<file path="config.mk">
export PLATFORM = sky130hd
export DESIGN_NAME = signal_peak_monitor_sideband
export DESIGN_NICKNAME = d
export VERILOG_FILES = /design/src/shared/peak_monitor_pkg.sv /design/src/rtl/sideband_serial_output.sv /design/src/rtl/signal_peak_monitor_sideband.sv
export SDC_FILE = /design/constraint.sdc
export NUM_CORES = 1
export LEC_CHECK = 0
export BUFFER_PORTS_ARGS = -buffer_cell sky130_fd_sc_hd__buf_2
export CORE_UTILIZATION = 65
export DETAILED_ROUTE_END_ITERATION = 10
export MAX_ROUTING_LAYER = met4
export PLACE_DENSITY = 0.85
export SLEW_MARGIN = 20
export SYNTH_ARGS = -nofsm -noshare
export SYNTH_HDL_FRONTEND = slang
export SYNTH_SLANG_ARGS = --single-unit
</file>
<file path="constraint.sdc">
create_clock -name clk -period 15.72 [get_ports clk]
set_input_delay 2.358 -clock clk [delete_from_list [all_inputs] [get_ports clk]]
set_output_delay 2.358 -clock clk [all_outputs]
set_load 0.02 [all_outputs]
</file>
<file path="src/shared/peak_monitor_pkg.sv">
// Constants and carriers shared by the peak monitor and its serializer.
// Assumes an 8-bit register port with 12-bit byte addresses.
package peak_monitor_pkg;

  // ----------------------------------------------------------------------
  // Register offsets
  // ----------------------------------------------------------------------
  localparam logic [11:0] OFF_MONITOR_CONTROL  = 12'h270;
  localparam logic [11:0] OFF_PERIOD_0         = 12'h271;
  localparam logic [11:0] OFF_PERIOD_1         = 12'h272;
  localparam logic [11:0] OFF_PERIOD_2         = 12'h273;
  localparam logic [11:0] OFF_HOLD_0           = 12'h274;
  localparam logic [11:0] OFF_HOLD_1           = 12'h275;
  localparam logic [11:0] OFF_SIDEBAND_ENA_A   = 12'h279;
  localparam logic [11:0] OFF_SIDEBAND_ENA_B   = 12'h27A;
  localparam logic [11:0] OFF_CTRL_BIT_SEL_A   = 12'h559;
  localparam logic [11:0] OFF_CTRL_BIT_SEL_B   = 12'h55A;
  localparam logic [11:0] OFF_CTRL_BIT_COUNT   = 12'h58F;

  // ----------------------------------------------------------------------
  // Field positions and reset values
  // ----------------------------------------------------------------------
  localparam int          PEAK_ENABLE_BIT      = 1;
  localparam int          SB_ENA_B_BIT         = 1;
  localparam logic [1:0]  SB_ENA_A_MASK        = 2'h3;
  localparam logic [7:0]  REG_RESET            = 8'h00;
  localparam logic [23:0] PERIOD_RESET         = 24'h000000;

  // ----------------------------------------------------------------------
  // Widths and frame layout
  // ----------------------------------------------------------------------
  localparam int          SAMPLE_W             = 14;
  localparam int          PEAK_W               = 13;
  localparam int          PERIOD_W             = 24;
  localparam int          CTRL_W               = 3;
  localparam int          SUBFRAMES            = 5;
  localparam int          SUBFRAME_W           = 5;
  localparam int          FRAME_W              = SUBFRAMES * SUBFRAME_W;
  localparam int          PAYLOAD_W            = SUBFRAMES * (SUBFRAME_W - 1);
  localparam logic        START_BIT            = 1'b1;

  // Sample word toward the link: control bits below the sample LSB
  typedef struct packed {
    logic [SAMPLE_W-1:0] sample;
    logic [CTRL_W-1:0]   ctrl;
  } link_word_s;

endpackage

</file>
<file path="src/rtl/sideband_serial_output.sv">
// Serializer that sends one peak value as a framed bit stream.
// Assumes start is a one-cycle pulse on the same clock as everything else.
`timescale 1ns/1ps
module sideband_serial_output #(
  parameter int PEAK_W = peak_monitor_pkg::PEAK_W
) (
  input  wire logic              clk,
  input  wire logic              rst_n,
  input  wire logic              enable,
  input  wire logic              start,
  input  wire logic [PEAK_W-1:0] peak,
  output logic                   ser_bit_r
);

  localparam int FW = peak_monitor_pkg::FRAME_W;
  localparam int PW = peak_monitor_pkg::PAYLOAD_W;
  localparam int SW = peak_monitor_pkg::SUBFRAME_W;

  // ----------------------------------------------------------------------
  // Frame build
  // ----------------------------------------------------------------------
  function automatic logic [FW-1:0] build_frame(input logic [PEAK_W-1:0] p);
    logic [PW-1:0] payload;
    logic [FW-1:0] f;
    payload = {p, {(PW-PEAK_W){1'b0}}};
    f = '0;
    for (int i = 0; i < peak_monitor_pkg::SUBFRAMES; i++) begin
      f[FW-1-i*SW]           = peak_monitor_pkg::START_BIT;
      f[FW-2-i*SW -: SW-1]   = payload[PW-1-i*(SW-1) -: SW-1];
    end
    return f;
  endfunction

  logic [FW-1:0] shift_r;
  logic [FW-1:0] shift_nxt;
  logic [4:0]    left_r;
  logic [4:0]    left_nxt;
  logic          bit_nxt;

  // A new update restarts the frame; a half frame would be rejected anyway
  assign shift_nxt = start ? build_frame(peak) : {shift_r[FW-2:0], 1'b0};
  assign left_nxt  = start ? 5'(FW) :
                     (left_r != 5'h00) ? left_r - 5'h01 : 5'h00;
  assign bit_nxt   = enable && (left_nxt != 5'h00) && shift_nxt[FW-1];

  always_ff @(posedge clk or negedge rst_n) begin
    if (!rst_n) begin
      shift_r   <= '0;
      left_r    <= 5'h00;
      ser_bit_r <= 1'b0;
    end else begin
      shift_r   <= shift_nxt;
      left_r    <= left_nxt;
      ser_bit_r <= bit_nxt;
    end
  end

endmodule

</file>
<file path="src/rtl/signal_peak_monitor_sideband.sv">
// Peak magnitude monitor with register port and sideband control bit.
// Assumes samples, register port and clock share the decimated clock.
`timescale 1ns/1ps
// Summary of operation
// Track largest sample magnitude per period
// Peak 13 bits, period 24-bit sample count
// Detection runs only with control bit 1
// Software writes period before enabling detection
// Enable loads period into per-cycle countdown
// Keep larger of input and stored magnitude
// Seed stored magnitude from current sample
// At count one copy peak to holding
// Reload timer, seed from next sample
// Result readable and sent as control bits
// Sideband needs 0x279[1:0] and 0x27A bit 1
// Monitor uses most significant control bit
// Software programs control bit selection registers
// 25-bit frame, five subframes, MSB first
// Receiver reassembles frame, checks start bits
// Control bits appended below sample LSB
// Start bit then four payload bits
// Frame per update, bit low otherwise
module signal_peak_monitor_sideband #(
  parameter int SAMPLE_W = peak_monitor_pkg::SAMPLE_W,
  parameter int PEAK_W   = peak_monitor_pkg::PEAK_W,
  parameter int PERIOD_W = peak_monitor_pkg::PERIOD_W
) (
  input  wire logic                       clk,
  input  wire logic                       rst_n,
  input  wire logic signed [SAMPLE_W-1:0] sample_in,
  input  wire logic                       reg_wr,
  input  wire logic                       reg_rd,
  input  wire logic [11:0]                reg_addr,
  input  wire logic [7:0]                 reg_wdata,
  output logic [7:0]                      reg_rdata_r,
  output peak_monitor_pkg::link_word_s    link_word_r
);

  // ----------------------------------------------------------------------
  // Reset release
  // ----------------------------------------------------------------------
  logic rst_meta_r;
  logic rst_sync_r;

  always_ff @(posedge clk or negedge rst_n) begin
    if (!rst_n) begin
      rst_meta_r <= 1'b0;
      rst_sync_r <= 1'b0;
    end else begin
      rst_meta_r <= 1'b1;
      rst_sync_r <= rst_meta_r;
    end
  end

  // ----------------------------------------------------------------------
  // Register file
  // ----------------------------------------------------------------------
  logic [7:0]          monitor_control_r;
  logic [7:0]          sideband_enable_a_r;
  logic [7:0]          sideband_enable_b_r;
  logic [7:0]          link_control_bit_select_a_r;
  logic [7:0]          link_control_bit_select_b_r;
  logic [7:0]          link_control_bit_count_r;
  logic [PERIOD_W-1:0] monitor_period_value_r;
  logic [PEAK_W-1:0]   peak_hold_r;
  logic [7:0]          rdata_nxt;
  logic [15:0]         hold_ext;

  assign hold_ext = 16'(peak_hold_r);

  always_comb begin
    case (reg_addr)
      peak_monitor_pkg::OFF_MONITOR_CONTROL: rdata_nxt = monitor_control_r;
      peak_monitor_pkg::OFF_PERIOD_0: rdata_nxt = monitor_period_value_r[7:0];
      peak_monitor_pkg::OFF_PERIOD_1: rdata_nxt = monitor_period_value_r[15:8];
      peak_monitor_pkg::OFF_PERIOD_2:
        rdata_nxt = monitor_period_value_r[23:16];
      peak_monitor_pkg::OFF_HOLD_0:         rdata_nxt = hold_ext[7:0];
      peak_monitor_pkg::OFF_HOLD_1:         rdata_nxt = hold_ext[15:8];
      peak_monitor_pkg::OFF_SIDEBAND_ENA_A: rdata_nxt = sideband_enable_a_r;
      peak_monitor_pkg::OFF_SIDEBAND_ENA_B: rdata_nxt = sideband_enable_b_r;
      peak_monitor_pkg::OFF_CTRL_BIT_SEL_A:
        rdata_nxt = link_control_bit_select_a_r;
      peak_monitor_pkg::OFF_CTRL_BIT_SEL_B:
        rdata_nxt = link_control_bit_select_b_r;
      peak_monitor_pkg::OFF_CTRL_BIT_COUNT:
        rdata_nxt = link_control_bit_count_r;
      default: rdata_nxt = 8'h00;
    endcase
  end

  always_ff @(posedge clk or negedge rst_sync_r) begin
    if (!rst_sync_r) begin
      monitor_control_r           <= peak_monitor_pkg::REG_RESET;
      sideband_enable_a_r         <= peak_monitor_pkg::REG_RESET;
      sideband_enable_b_r         <= peak_monitor_pkg::REG_RESET;
      link_control_bit_select_a_r <= peak_monitor_pkg::REG_RESET;
      link_control_bit_select_b_r <= peak_monitor_pkg::REG_RESET;
      link_control_bit_count_r    <= peak_monitor_pkg::REG_RESET;
      monitor_period_value_r      <= peak_monitor_pkg::PERIOD_RESET;
      reg_rdata_r                 <= 8'h00;
    end else begin
      if (reg_rd) begin
        reg_rdata_r <= rdata_nxt;
      end
      if (reg_wr) begin
        case (reg_addr)
          peak_monitor_pkg::OFF_MONITOR_CONTROL:
            monitor_control_r <= reg_wdata;
          peak_monitor_pkg::OFF_PERIOD_0:
            monitor_period_value_r[7:0] <= reg_wdata;
          peak_monitor_pkg::OFF_PERIOD_1:
            monitor_period_value_r[15:8] <= reg_wdata;
          peak_monitor_pkg::OFF_PERIOD_2:
            monitor_period_value_r[23:16] <= reg_wdata;
          peak_monitor_pkg::OFF_SIDEBAND_ENA_A:
            sideband_enable_a_r <= reg_wdata;
          peak_monitor_pkg::OFF_SIDEBAND_ENA_B:
            sideband_enable_b_r <= reg_wdata;
          peak_monitor_pkg::OFF_CTRL_BIT_SEL_A:
            link_control_bit_select_a_r <= reg_wdata;
          peak_monitor_pkg::OFF_CTRL_BIT_SEL_B:
            link_control_bit_select_b_r <= reg_wdata;
          peak_monitor_pkg::OFF_CTRL_BIT_COUNT:
            link_control_bit_count_r <= reg_wdata;
          default: ;
        endcase
      end
    end
  end

  // ----------------------------------------------------------------------
  // Peak detector
  // ----------------------------------------------------------------------
  // Full-scale negative has no 13-bit magnitude, so it saturates
  function automatic logic [PEAK_W-1:0] magnitude(
    input logic signed [SAMPLE_W-1:0] s);
    logic [SAMPLE_W-1:0] a;
    a = s[SAMPLE_W-1] ? SAMPLE_W'(-s) : SAMPLE_W'(s);
    return a[SAMPLE_W-1] ? {PEAK_W{1'b1}} : a[PEAK_W-1:0];
  endfunction

  logic                peak_en;
  logic                peak_en_r;
  logic                start_w;
  logic                xfer_w;
  logic                seed_r;
  logic [PEAK_W-1:0]   mag_w;
  logic [PEAK_W-1:0]   peak_now;
  logic [PEAK_W-1:0]   stored_r;
  logic [PEAK_W-1:0]   stored_nxt;
  logic [PERIOD_W-1:0] timer_r;
  logic [PERIOD_W-1:0] timer_nxt;

  assign peak_en  = monitor_control_r[peak_monitor_pkg::PEAK_ENABLE_BIT];
  assign start_w  = peak_en && !peak_en_r;
  assign mag_w    = magnitude(sample_in);
  assign peak_now = (seed_r || mag_w > stored_r) ? mag_w : stored_r;
  // A period of zero behaves as one: a transfer every sample
  assign xfer_w   = peak_en_r && peak_en &&
                    (timer_r <= PERIOD_W'(1));
  assign timer_nxt  = (start_w || xfer_w) ? monitor_period_value_r :
                      timer_r - PERIOD_W'(1);
  assign stored_nxt = start_w ? mag_w : peak_now;

  always_ff @(posedge clk or negedge rst_sync_r) begin
    if (!rst_sync_r) begin
      peak_en_r   <= 1'b0;
      seed_r      <= 1'b0;
      stored_r    <= '0;
      timer_r     <= '0;
      peak_hold_r <= '0;
    end else begin
      peak_en_r <= peak_en;
      seed_r    <= xfer_w;
      if (peak_en) begin
        stored_r <= stored_nxt;
        timer_r  <= timer_nxt;
      end
      if (xfer_w) begin
        peak_hold_r <= peak_now;
      end
    end
  end

  // ----------------------------------------------------------------------
  // Sideband control bit and link word
  // ----------------------------------------------------------------------
  logic sb_on;
  logic ser_bit;

  assign sb_on = (sideband_enable_a_r[1:0] == peak_monitor_pkg::SB_ENA_A_MASK)
                 && sideband_enable_b_r[peak_monitor_pkg::SB_ENA_B_BIT];

  // Holding value is sampled one cycle after its load
  sideband_serial_output #(
    .PEAK_W (PEAK_W)
  ) u_ser (
    .clk       (clk),
    .rst_n     (rst_sync_r),
    .enable    (sb_on),
    .start     (seed_r),
    .peak      (peak_hold_r),
    .ser_bit_r (ser_bit)
  );

  always_ff @(posedge clk or negedge rst_sync_r) begin
    if (!rst_sync_r) begin
      link_word_r <= '0;
    end else begin
      link_word_r.sample <= sample_in;
      link_word_r.ctrl   <= {ser_bit && sb_on, 2'b00};
    end
  end
endmodule

</file>
======== After elaboration in Yosys (flattened, before gate mapping) ========
Cells that the tools add are included.
word-level totals
  flip-flop bits (word level) ............. 179
  input bits .............................. 38
  output and inout bits ................... 25
  logic and storage cells ................. 69
cells by class
  add/sub/neg operators ................... 3
  magnitude comparators ................... 2
  eq/ne operators ......................... 12
  muxes and demuxes ....................... 9
  reductions and logical operators ........ 21
operators by type and width
  kind                   count
  $eq 12x10->1 const B   8
  $pmux 8 s11            1
  $mux 13                3
  $eq 12x11->1 const B   3
  $mux 25                1
  $le 24x1->1 const B    1
  $mux 24                1
  $sub 24x1->24 const B  1
  $reduce_and 2->1       9
  $mux 14                1
  $neg 14->14            1
  $gt 13x13->1           1
  $mux 5                 2
  $reduce_bool 5->1      2
  $logic_and 1x1->1      7
  $sub 5x1->5 const B    1
  $eq 2x2->1 const B     1
  $logic_or 1x1->1       2
  $logic_not 1->1        1

======== Logic depth before layout (Yosys ltp) ========
  depth in word-level cells ............... 7
  gate-level depth with buffers ........... 14
  gate-level depth less buffers ........... 13

======== By module ========
From an unflattened synthesis, not the netlist that was laid out.
second synthesis, totals
  cells, all modules ...................... 790
  area total of the unflattened synthesis .. 8,709.6 µm²
by module, submodules not included
  module                        instances  cells an instance  area each (µm²)  sequential area each (µm²)
  signal_peak_monitor_sideband  1          720                7,692.4          3,728.6
  sideband_serial_output        1          70                 1,017.2          650.6

======== Least setup slack after synthesis ========
Ideal clock, no wire load.
  path kind ............................... input to register
  from .................................... input port sample_in[0]
  to ...................................... register stored_r[0]
  setup time .............................. 125 ps
  arrival time ............................ 5,614 ps
  data required time ...................... 15,595 ps
  slack ................................... 9,981 ps
  stages .................................. 14
  path buffers ............................ 1
  cell sequence ........................... inv_1 > ha_1 > or4b_1 > nor4b_1 > nor2_1 > a211oi_1 > ha_1 > nand4_1 > nor3_1 > o31ai_1 > a32oi_1 > o21a_1 > buf_2 > mux2_2
between the ends
  cells in the longest elaborated chain, start to end .. 7
ends and longest elaborated chain
  element               line                                 text
  start, declared       signal_peak_monitor_sideband.sv:30   input wire logic signed [SAMPLE_W-1:0] sample_in,
  $neg 14->14           signal_peak_monitor_sideband.sv:139  a = s[SAMPLE_W-1] ? SAMPLE_W'(-s) : SAMPLE_W'(s);
  $mux 14 (*)           signal_peak_monitor_sideband.sv:139
  $mux 13 (*)           signal_peak_monitor_sideband.sv:140  return a[SAMPLE_W-1] ? {PEAK_W{1'b1}} : a[PEAK_W-1:0];
  $gt 13x13->1          signal_peak_monitor_sideband.sv:158  assign peak_now = (seed_r || mag_w > stored_r) ? mag_w : stored_r;
  $logic_or 1x1->1      signal_peak_monitor_sideband.sv:158
  $mux 13               signal_peak_monitor_sideband.sv:158
  $mux 13 (*)           signal_peak_monitor_sideband.sv:164  assign stored_nxt = start_w ? mag_w : peak_now;
  end signal, assigned  signal_peak_monitor_sideband.sv:177  stored_r <= stored_nxt;
  end, declared         signal_peak_monitor_sideband.sv:150  logic [PEAK_W-1:0] stored_r;
Mark *: on every way between the ends. The rest lies on a longest branch, timed or not.
A chain may end at the register's enable or synchronous reset.

======== Worst setup path in the final report ========
  from .................................... input port sample_in[1]
  to ...................................... register stored_r[12]
Same word-level chain as after synthesis.

==> run metrics <==
crit path max fanout=14; setup TNS=0 ps; type of origin of the critical path=input port; Int Power=0.782 mW; RSZ-0062 raised after global routing=false; detailed-route wire length=21,500 um; drt wl/cell=20.9 um; hold buffers post-CTS=0; grt met2 use=50.8%; Mean Syn Cell Area=10.9 sq um; chip height=around 120 um; Synth cell types=73; max_cap viols=0; first-pass GRT wire length=~35,000 um; most used routing layer=met2; fin. max-slew vios=0; period utilisation layout=39.1%; Final Util=between 70% and 80%; actual slew at the worst max-slew pin=~1100 ps; CTS tree=built; PortBufs=60; R2R depth=7; final setup vio count=0; area of the multi-input gates=4080 sq um; Psw=0.230 mW; Final Wtd Congestion=0.920; P per Cell Area=103 nW/um^2; synthesized area=8750 sq um; Vias=6,890; DR vias/cell=6.68; Final min period=6150 ps; VDD IR max=0.0000920 V; Max Buffers Root-to-Sink=2; Yosys Warn Count=0; Tot GR Track Use=approximately a third; clock network fraction of design power=47.4%; sw frac=22.7%; FF+latch area=4380 sq um; fin nets=approximately 900; Cells after Synth=800; Logic pwr share=7.1%; largest net degree at the start of global routing=68; number of synthesized flops with an enable pin=0; # Post-CTS Setup Buffers=0; Yosys top cell area share=50.0%; DRT antenna net count=0; sequential share of the synthesized area=50.0%; Lkg Pwr=4.68 nW; Crit path arrival time=6470 ps; post-synthesis sequential element count=between 150 and 200; Area contributors post-synth=dfrtp_1 (50%), mux2_2 (13%), mux2i_1 (2.7%), o21ai_0 (2.7%), ha_1 (2.4%); Std-Cell Rows=42; Reg power frac=about 46%; area leader, netlist=dfrtp_1; core area=13,200 sq um; vias in the first global route=between 6,000 and 7,000; Clock Skews=9.48 ps; I/O pins=63; global-route met1 utilization=42.9%; asr flop ratio synth=100%; share of layout cells above drive strength 1=25.6%; Die W=118 um; met3 usage=7.12%; Congestion Overflow GR=0; initial antenna violation count=0; r2r endpoint=timer_r[12]; Post-synth top flop=dfrtp_1; root buffer cell=clkbuf_16; Antenna diodes=0; status=finished clean; fillers=874; CTS clk-pin slew, worst paths=about 60 ps; worst-skew pair later-pin latency=440 ps; hpwl dp=14,300 um; # clock sinks=approximately 180; Critical Path RT=16,040 ps; Fmax=0.163 GHz; die area=13,900 sq um; Initial Util=about two thirds; Slew headroom=26.8%; Setup Crit Path Kind=in2reg; drt drc=0; TritonCTS buffer count=17; DRT iter0 DRCs=between 600 and 700; drt pass-1 iters=5; Final Hold Fails=0; CTS H-tree lvls=4; worst reg-to-reg setup slack=12,220 ps; Layout Area Growth over Synthesis=12.1%; CP endpoint kind=flip-flop; worst hold-check path type=reg2async; Resized cells post-CTS=0; reg2reg start=monitor_control_r[1]
-- cells by family (layout without fill, tap and decap cells) --
family / Yosys count / in the layout / share of synthesized area [%]
xor+xnor: 6 / 6 / 0.601
mux: 127 / 127 / 16.1
simple gates: 228 / 228 / 14.0
buf+inv: 72 / 126 / 3.42
compound gates: 173 / 173 / 13.3
other cells: 2 / 3 / 0.0858
flops: 175 / 175 / 50.0
fa+ha+maj: 17 / 17 / 2.43
-- synth_stat cells, types with 9 or more instances --
cell,count
nand2_1,56
or3_1,9
ha_1,17
nor3_1,18
a21oi_1,30
nand3_1,20
inv_1,30
nand4_1,15
and3_1,9
dfrtp_1,175
mux2_2,102
buf_2,11
mux2i_1,24
nor2_1,42
o21ai_0,47
nor4_1,9
clkbuf_1,24
a22oi_1,18
-- sequential cells by signal (all words and copies together) (netlist names) --
register	flops
rst_meta_r	1
peak_hold_r	13
link_control_bit_select_a_r	8
monitor_period_value_r	24
reg_rdata_r	8
stored_r	13
peak_en_r	1
u_ser.shift_r	20
monitor_control_r	8
u_ser.left_r	5
seed_r	1
link_control_bit_select_b_r	8
u_ser.ser_bit_r	1
link_word_r	15
rst_sync_r	1
link_control_bit_count_r	8
sideband_enable_b_r	8
timer_r	24
sideband_enable_a_r	8
-- how the worst max path moves through the flow --
stage | from | cells past startpoint | end
3_5_place_dp | sample_in[1] | 15 | stored_r[3]
5_1_grt | sample_in[1] | 15 | stored_r[3]
4_1_cts | sample_in[1] | 15 | stored_r[3]
6_report | sample_in[1] | 15 | stored_r[12]
3_3_place_gp | sample_in[0] | 15 | stored_r[11]
2_1_floorplan | sample_in[0] | 14 | stored_r[0]
-- cell usage in the layout (no fill, tap or decap), drive strengths merged, types with 10 or more instances in the layout --
master,n
ha,17
nand3,21
clkbuf,18
o21ai,48
nand4,16
dfrtp,175
nor2,42
inv,30
mux2i,24
nor4,10
or3,10
nand2,56
buf,64
a22oi,18
a21oi,30
nor3,19
mux2,102
-- per-stage QoR --
step / worst slack, ps / hold slack, ps / instance area [sq um] / total power, mW / instances
floorplan: 9980 / 331 / 8750 / 0.514 / 801
global placement: 9500 / 339 / 9120 / 0.536 / 999
detailed placement: 9300 / 339 / 9120 / 0.539 / 999
CTS: 9670 / 358 / 9800 / 1.02 / 1031
global route: 9310 / 368 / 9810 / 1.04 / 1031
finish: 9570 / 333 / 9810 / 1.01 / 1031
-- layout make-up --
cell class                 instances  share of cell area [%]
multi-input combinational        554                    41.6
clock buffer                      18                    4.48
timing repair buffer              64                    3.37
sequential                       175                    44.7
tap                              176                    2.25
inverter                          30                    1.15
clock inverter                    14                    2.44
-- routing by layer --
layer | part of all wire (%) | wire length, um
met5 | 0 | 0
met4 | 4.0 | 862
met3 | 7.5 | 1620
met2 | 49 | 10500
met1 | 40 | 8620
-- power by group through the flow --
stage                     logic [mW]  clock network (mW)  registers, mW
after floorplan               0.0386                   0          0.475
after global placement        0.0674                   0          0.469
after detailed placement      0.0700                   0          0.469
after CTS                     0.0709               0.485          0.461
after global routing          0.0785               0.503          0.462
final                         0.0714               0.480          0.461
-- worst max-delay path, cell delays in order --
cell      delay (ps)
buf_2            120
inv_1             90
ha_1             190
or4b_1           530
nor4b_1          430
nor2_1            90
a211oi_1         420
ha_1             230
nand4_1          120
nor3_1           310
o31ai_1          140
a32oi_1          210
buf_4            290
o21a_1           530
mux2_2           410
(Power assumes the default switching activity.)
